$ cat config.mk
export PLATFORM = sky130hd
export DESIGN_NAME = gtr_timer
export DESIGN_NICKNAME = d
export VERILOG_FILES = /design/src/inc/gtr_pkg.sv /design/src/design/gtr_timer.sv
export SDC_FILE = /design/constraint.sdc
export NUM_CORES = 1
export LEC_CHECK = 0
export BUFFER_PORTS_ARGS = -buffer_cell sky130_fd_sc_hd__buf_2
export CAP_MARGIN = 40
export CORE_ASPECT_RATIO = 2
export CORE_UTILIZATION = 56
export DETAILED_ROUTE_END_ITERATION = 12
export GPL_ROUTABILITY_DRIVEN = 0
export PLACE_DENSITY = 0.82
export REMOVE_ABC_BUFFERS = 1
export SKIP_LAST_GASP = 1
export SLEW_MARGIN = 5
export SYNTH_ARGS = -nofsm -noshare
export SYNTH_HDL_FRONTEND = slang
export SYNTH_SLANG_ARGS = --single-unit
$ cat constraint.sdc
create_clock -name clock -period 3 [get_ports clock]
set_clock_uncertainty 0.15 [all_clocks]
set_input_delay 0.6 -clock clock [delete_from_list [all_inputs] [get_ports clock]]
set_output_delay 0.6 -clock clock [all_outputs]
set_load 0.02 [all_outputs]
$ cat src/inc/gtr_pkg.sv
package gtr_pkg;
  // register byte offsets
  localparam logic [7:0] ADDR_CTRL   = 8'h00;
  localparam logic [7:0] ADDR_RELOAD = 8'h04;
  localparam logic [7:0] ADDR_COUNT  = 8'h08;
  localparam logic [7:0] ADDR_STATUS = 8'h0C;
  localparam logic [7:0] ADDR_MASK   = 8'h10;
  // control field positions
  localparam int CTRL_RUN    = 0;
  localparam int CTRL_CAPT   = 1;
  localparam int CTRL_UPDOWN = 2;
  localparam int CTRL_EXTEN  = 3;
  localparam int CTRL_RISE   = 4;
  localparam int CTRL_PRESC  = 5;
  localparam int CTRL_WIDTH  = 6;
  // status field positions
  localparam int STAT_RELOAD = 0;
  localparam int STAT_CAPT   = 1;
  localparam int STAT_WIDTH  = 2;
  // reset values
  localparam logic [5:0]  CTRL_RST   = 6'h00;
  localparam logic [15:0] RELOAD_RST = 16'h0000;
  localparam logic [15:0] COUNT_RST  = 16'h0000;
  localparam logic [1:0]  MASK_RST   = 2'h0;
  localparam logic [15:0] COUNT_MAX  = 16'hFFFF;
  localparam logic [15:0] COUNT_MIN  = 16'h0000;
  // prescaler off: one count per twelve clocks
  localparam int          DIV_RATIO  = 12;
  localparam logic [3:0]  DIV_LAST   = 4'(DIV_RATIO - 1);
  localparam logic [3:0]  DIV_RST    = 4'h0;
endpackage

$ cat src/design/gtr_timer.sv
// Implementation choices: the placing of the registers and the APB interface to the registers.
`timescale 1ns/10ps
module gtr_timer
  import gtr_pkg::*;
(
  // clock and reset
  input  wire logic        clock,
  input  wire logic        rst_b,
  // apb slave
  input  wire logic        psel,
  input  wire logic        penable,
  input  wire logic        pwrite,
  input  wire logic [7:0]  paddr,
  input  wire logic [31:0] pwdata,
  output logic      [31:0] prdata,
  output logic             pready,
  output logic             pslverr,
  // external pin
  input  wire logic        external_trigger_input,
  // interrupt
  output logic             irq
);

  logic [CTRL_WIDTH-1:0] ctrl;
  logic [15:0]           reload_capture_value;
  logic [15:0]           timer_count_value;
  logic [STAT_WIDTH-1:0] status;
  logic [STAT_WIDTH-1:0] mask;
  logic [3:0]            div_cnt;
  logic                  trig_meta;
  logic                  trig_sync;
  logic                  trig_prev;

  logic                  wr_en;
  logic                  rd_en;
  logic                  tick;
  logic                  trig_edge;
  logic                  count_down;
  logic                  reload_ev;
  logic                  capture_ev;
  logic                  reload_irq;
  logic [15:0]           next_count;
  logic [31:0]           next_prdata;
  logic                  addr_ok;

  function automatic logic decoded(input logic [7:0] a);
    decoded = (a == ADDR_CTRL) || (a == ADDR_RELOAD) ||
              (a == ADDR_COUNT) || (a == ADDR_STATUS) ||
              (a == ADDR_MASK);
  endfunction

  // zero-wait slave
  assign pready  = 1'b1;
  assign addr_ok = decoded(paddr);
  assign pslverr = psel & penable & ~addr_ok;
  assign wr_en   = psel & penable & pwrite & addr_ok;
  assign rd_en   = psel & penable & ~pwrite & addr_ok;

  // two-flop synchroniser, then edge history
  always_ff @(posedge clock) begin
    if (!rst_b) begin
      trig_meta <= 1'b0;
      trig_sync <= 1'b0;
      trig_prev <= 1'b0;
    end else begin
      trig_meta <= external_trigger_input;
      trig_sync <= trig_meta;
      trig_prev <= trig_sync;
    end
  end

  // edge polarity selectable; sync samples only
  assign trig_edge = ctrl[CTRL_RISE] ? (trig_sync & ~trig_prev)
                                     : (~trig_sync & trig_prev);

  // prescaler: divide by twelve
  always_ff @(posedge clock) begin
    if (!rst_b) begin
      div_cnt <= DIV_RST;
    end else if (!ctrl[CTRL_RUN]) begin
      div_cnt <= DIV_RST;
    end else if (div_cnt == DIV_LAST) begin
      div_cnt <= DIV_RST;
    end else begin
      div_cnt <= div_cnt + 4'h1;
    end
  end

  // divider kept even with prescaler bit set; no faster rate is defined
  assign tick = ctrl[CTRL_RUN] & (div_cnt == DIV_LAST);

  // level picks direction only in up/down auto-reload
  assign count_down = ~ctrl[CTRL_CAPT] & ctrl[CTRL_UPDOWN] &
                      ~trig_sync;

  always_comb begin
    next_count = timer_count_value;
    reload_ev  = 1'b0;
    capture_ev = 1'b0;
    if (ctrl[CTRL_RUN]) begin
      if (ctrl[CTRL_CAPT]) begin
        capture_ev = ctrl[CTRL_EXTEN] & trig_edge;
        if (tick) begin
          if (timer_count_value == COUNT_MAX) begin
            next_count = COUNT_MIN;
            reload_ev  = 1'b1;
          end else begin
            next_count = timer_count_value + 16'h0001;
          end
        end
      end else if (count_down) begin
        if (tick) begin
          if (timer_count_value == reload_capture_value) begin
            next_count = COUNT_MAX;
            reload_ev  = 1'b1;
          end else begin
            next_count = timer_count_value - 16'h0001;
          end
        end
      end else begin
        if (!ctrl[CTRL_UPDOWN] && ctrl[CTRL_EXTEN] && trig_edge) begin
          next_count = reload_capture_value;
          reload_ev  = 1'b1;
        end else if (tick) begin
          if (timer_count_value == COUNT_MAX) begin
            next_count = reload_capture_value;
            reload_ev  = 1'b1;
          end else begin
            next_count = timer_count_value + 16'h0001;
          end
        end
      end
    end
  end

  // counter; a software write wins over a count step
  always_ff @(posedge clock) begin
    if (!rst_b) begin
      timer_count_value <= COUNT_RST;
    end else if (wr_en && paddr == ADDR_COUNT) begin
      timer_count_value <= pwdata[15:0];
    end else begin
      timer_count_value <= next_count;
    end
  end

  // reload/capture register; capture beats a software write
  always_ff @(posedge clock) begin
    if (!rst_b) begin
      reload_capture_value <= RELOAD_RST;
    end else if (capture_ev) begin
      reload_capture_value <= timer_count_value;
    end else if (wr_en && paddr == ADDR_RELOAD) begin
      reload_capture_value <= pwdata[15:0];
    end
  end

  // control and mask
  always_ff @(posedge clock) begin
    if (!rst_b) begin
      ctrl <= CTRL_RST;
      mask <= MASK_RST;
    end else if (wr_en) begin
      if (paddr == ADDR_CTRL) begin
        ctrl <= pwdata[CTRL_WIDTH-1:0];
      end
      if (paddr == ADDR_MASK) begin
        mask <= pwdata[STAT_WIDTH-1:0];
      end
    end
  end

  // up/down suppresses reload interrupts
  assign reload_irq = reload_ev &
                      (ctrl[CTRL_CAPT] | ~ctrl[CTRL_UPDOWN]);

  // sticky status, cleared by read; a new event wins over the clear
  always_ff @(posedge clock) begin
    if (!rst_b) begin
      status <= '0;
    end else begin
      status[STAT_RELOAD] <= reload_irq |
        (status[STAT_RELOAD] & ~(rd_en && paddr == ADDR_STATUS));
      status[STAT_CAPT] <= capture_ev |
        (status[STAT_CAPT] & ~(rd_en && paddr == ADDR_STATUS));
    end
  end

  always_ff @(posedge clock) begin
    if (!rst_b) begin
      irq <= 1'b0;
    end else begin
      irq <= |(status & mask);
    end
  end

  always_comb begin
    next_prdata = 32'h0000_0000;
    case (paddr)
      ADDR_CTRL:   next_prdata[CTRL_WIDTH-1:0] = ctrl;
      ADDR_RELOAD: next_prdata[15:0] = reload_capture_value;
      ADDR_COUNT:  next_prdata[15:0] = timer_count_value;
      ADDR_STATUS: next_prdata[STAT_WIDTH-1:0] = status;
      ADDR_MASK:   next_prdata[STAT_WIDTH-1:0] = mask;
      default:     next_prdata = 32'h0000_0000;
    endcase
  end

  // read data is combinational on paddr, which is not registered; valid in access
  assign prdata = (psel & ~pwrite) ? next_prdata : 32'h0000_0000;

endmodule

==> summary.txt <==
Status
  • Status: finished with violations
  • Violated checks: negative setup slack

Global route
  • GRT Util Overall: 31.8%
  • Global route overflow: 0
  • First-pass GRT wire length: 17.1 mm
  • Initial antenna violation count: 0
  • Vias in the first global route: 3610
  • Largest net degree at the start of global routing: 48

Route
  • DRC: 0
  • Total wire length: 10.8 mm
  • Pre-antenna DRT Iters: 5
  • Antenna Violating Nets Remaining: 0
  • First DRT Iteration DRCs: 237
  • WL/cell: 18.5 microns
  • Vias/cell: 6.51
  • Via count: 3804

Floorplanning
  • Starting density of the core: 57.7%
  • Core region area: 6570 sq um
  • Die X-Extent: 60.2 microns
  • Die H: 118 microns
  • Die footprint: 7120 sq um
  • Row Count: 42
  • # IOs: 81

CTS
  • Max Root-Sink Buffers: 2
  • Clk slew on worst S/H paths: 0.07 ns
  • CTS Sinks: 50
  • Setup Buffers After CTS: 0
  • CTS Root Cell: clkbuf_16
  • Insertion delay to the later sink of the worst-skew pair: 0.30 ns
  • H-tree levels: 2
  • Inserted Clock Buffers: 5
  • CTS tree: yes

Synth
  • Netlist Area Pre-Place: 3790 sq um
  • Fraction of synthesized area in multiplexers: 8.06%
  • Yosys cell types: 57
  • Mapped Avg Cell Area: 8.12 sq um
  • Simple-gate share of the synthesized area: 25.1%
  • Yosys warns: 0
  • Synth Flop Type: dfxtp_1
  • Post-synth top area cell: dfxtp_1
  • Largest family of logic cells by synthesized area: simple AND/OR/NAND/NOR gates
  • Post-Synth XOR/XNOR Area: 8.09%
  • Number of synthesized flops with an enable pin: 0
  • Synth Area in Adders: 0.990%
  • Post-synth top area share: 26.4%
  • Ys async rst share: 0%
  • Synthesized instance count: 467
  • Yosys reg bits: 50
  • Synth Area in Compound Gates: 22.0%
  • Area contributors post-synth: dfxtp_1 (26%), mux2i_1 (6.9%), xor2_1 (6.7%)
  • Sequential share of the synthesized area: 26.4%

Setup path
  • CP max-delay cell: or4_4
  • Data required, critical path: 2.25 ns
  • CP max stage delay: 0.55 ns
  • Worst setup EP type: output pin
  • R2R depth: 6
  • Critical Path, Cell by Cell: buf_2, or4_4, or2_4, nor4b_4, buf_6, a22oi_1, nor2_1, buf_2
  • CP Max Fanout: 10
  • Most used cell along the critical path: buf_2
  • Startpoint Class: input pin
  • RR Endpoint: timer_count_value[8]$_SDFFE_PN0P_
  • Critical path data arrival time: 2.38 ns
  • Crit Path Class: in2out
  • R2r startpoint: ctrl[4]$_SDFFE_PN0P_
  • FF-to-FF setup slack: 0.41 ns

Timing
  • Worst-Margin Slew: 0.828 ns
  • Post-route setup slack: -0.135 ns
  • Final setup fails: 10
  • Fin. max-slew vios: 0
  • Period utilization: 104%
  • Fmax: 319 MHz
  • Hold Violations, Final: 0
  • Final worst path period need: 3.13 ns
  • Slew margin rel.: 44.8%
  • RSZ-0062 raised after global routing: yes

Min path
  • HP Start: trig_meta$_SDFF_PN0_
  • Hold endpoint: trig_sync$_SDFF_PN0_
  • Hold Path Cell Cnt: 1
  • Worst hold path type: reg2reg

Cells and area
  • Layout cell share with drive strength beyond 1: 17.5%
  • Final nets: 544
  • Layout area overhead: 10.5%
  • ANT cells: 0
  • Non-Filler Instances: 584

Placed design
  • I/O Buffers: 47
  • Post-DP HPWL: 7.62 mm
  • Cells after DPL: 576
  • Pre-CTS WS: -0.137 ns

Power
  • Max IR drop VDD: 0.260 mV
  • Power density over the cells: 320 nW/um^2
  • Leakage power: 2.15 nW

Run
  • Max-Cap Viols: 0
kinds of logic (layout without fill, tap and decap cells):
group / Yosys count / in the layout
AO/OA/AOI/OAI: 110 / 110
XOR/XNOR: 35 / 35
adder cells (fa/ha/maj): 3 / 3
buffers and inverters: 65 / 79
flip-flops: 50 / 50
multiplexers: 28 / 28
other: 2 / 17
AND/OR/NAND/NOR: 174 / 174
layout make-up:
cell class	instances	area, sq um
Inverter	5	18.8
Fill cell	577	2380
Sequential cell	50	1000
Timing Repair Buffer	66	407
Clock buffer	5	125
Clock inverter	3	21.3
Tap cell	88	110
Multi-Input combinational cell	367	2500
per-stage QoR:
step / TNS, ns / utilization, % / power [mW] / instance area, sq um / hold WS (ns)
after floorplan: -7.70 / - / 0.727 / 3520 / 0.262
after global placement: -1.28 / 61.5 / 0.776 / 4040 / 0.272
after detailed placement: -1.14 / 61.5 / 0.777 / 4040 / 0.277
after CTS: -1.02 / 63.8 / 1.35 / 4190 / 0.297
after global routing: -1.71 / 63.8 / 1.39 / 4190 / 0.315
final: -0.987 / 63.8 / 1.34 / 4190 / 0.290
where the power goes:
part / switching [mW] / internal (mW) / total, mW
clock network: 0.268 / 0.309 / 0.577
logic: 0.0645 / 0.0323 / 0.0968
registers: 0.00188 / 0.665 / 0.667
total: 0.334 / 1.01 / 1.34
cell usage in the layout (no fill, tap or decap), types with 8 or more instances in the layout:
cell,netlist,routed
buf_2,13,47
conb_1,2,17
nand2_1,44,44
nor3_1,8,8
nor2b_1,15,15
o221ai_1,17,17
mux2i_1,26,26
nor2_1,47,47
xor2_1,29,29
a21oi_1,22,22
a22oi_1,13,13
buf_4,21,16
dfxtp_1,50,50
a31oi_1,11,11
o211a_1,16,16
nand4_1,8,8
nand3_1,13,13
worst max-delay path: cells and delay by family:
kind            cells  cell delay, ns
buf+inv             3            0.47
compound gates      1            0.09
simple gates        4            1.21
flip-flops by register name, summed over array words and instances (netlist names):
signal,count
reload_capture_value,16
div_cnt,4
timer_count_value,16
mask,2
trig_meta,1
trig_prev,1
trig_sync,1
status,2
ctrl,6
irq,1
synthesized netlist by cell type, types with 2 or more instances:
cell / n
dfxtp_1: 50
nor2_1: 47
nand2_1: 44
xor2_1: 29
mux2i_1: 26
a21oi_1: 22
buf_4: 21
clkbuf_1: 21
o221ai_1: 17
o211a_1: 16
nor2b_1: 15
a22oi_1: 13
buf_2: 13
nand3_1: 13
a31oi_1: 11
nand4_1: 8
nor3_1: 8
o21ai_0: 7
and3_1: 6
nor4_1: 6
xnor2_1: 6
a2111oi_0: 5
and2_1: 5
inv_1: 5
o211ai_1: 5
buf_1: 4
a221oi_1: 3
and4_1: 3
ha_1: 3
o2111ai_1: 3
a221o_1: 2
conb_1: 2
mux4_2: 2
nand2b_1: 2
nand3b_1: 2
layer usage:
layer / wire length [microns] / track usage (%) / vias to the layer above
met3: 683 / 6.02 / 80
met2: 5400 / 51.6 / 209
met4: 994 / 29.5 / 0
met5: 0 / 0 / -
li1: - / - / 1733
met1: 3750 / 32.0 / 1782
what timing repair did:
action                     CTS  global route
cloned                       0             0
hold buffers                 0             0
setup endpoints to repair   10            10
gates resized for setup      1             0
worst max-delay path by stage:
stage / startpoint / endpoint / slack [ns] / cells past startpoint
global placement: paddr[5] / prdata[6] / -0.14 / 8
detailed placement: paddr[5] / prdata[6] / -0.14 / 8
CTS: paddr[5] / prdata[6] / -0.13 / 8
finish: paddr[5] / prdata[6] / -0.13 / 8
floorplan: trig_sync$_SDFF_PN0_ / reload_capture_value[0]$_SDFFE_PN0P_ / -0.45 / 4
global route: paddr[5] / prdata[8] / -0.22 / 8
Power figures use the tool's default switching activity.
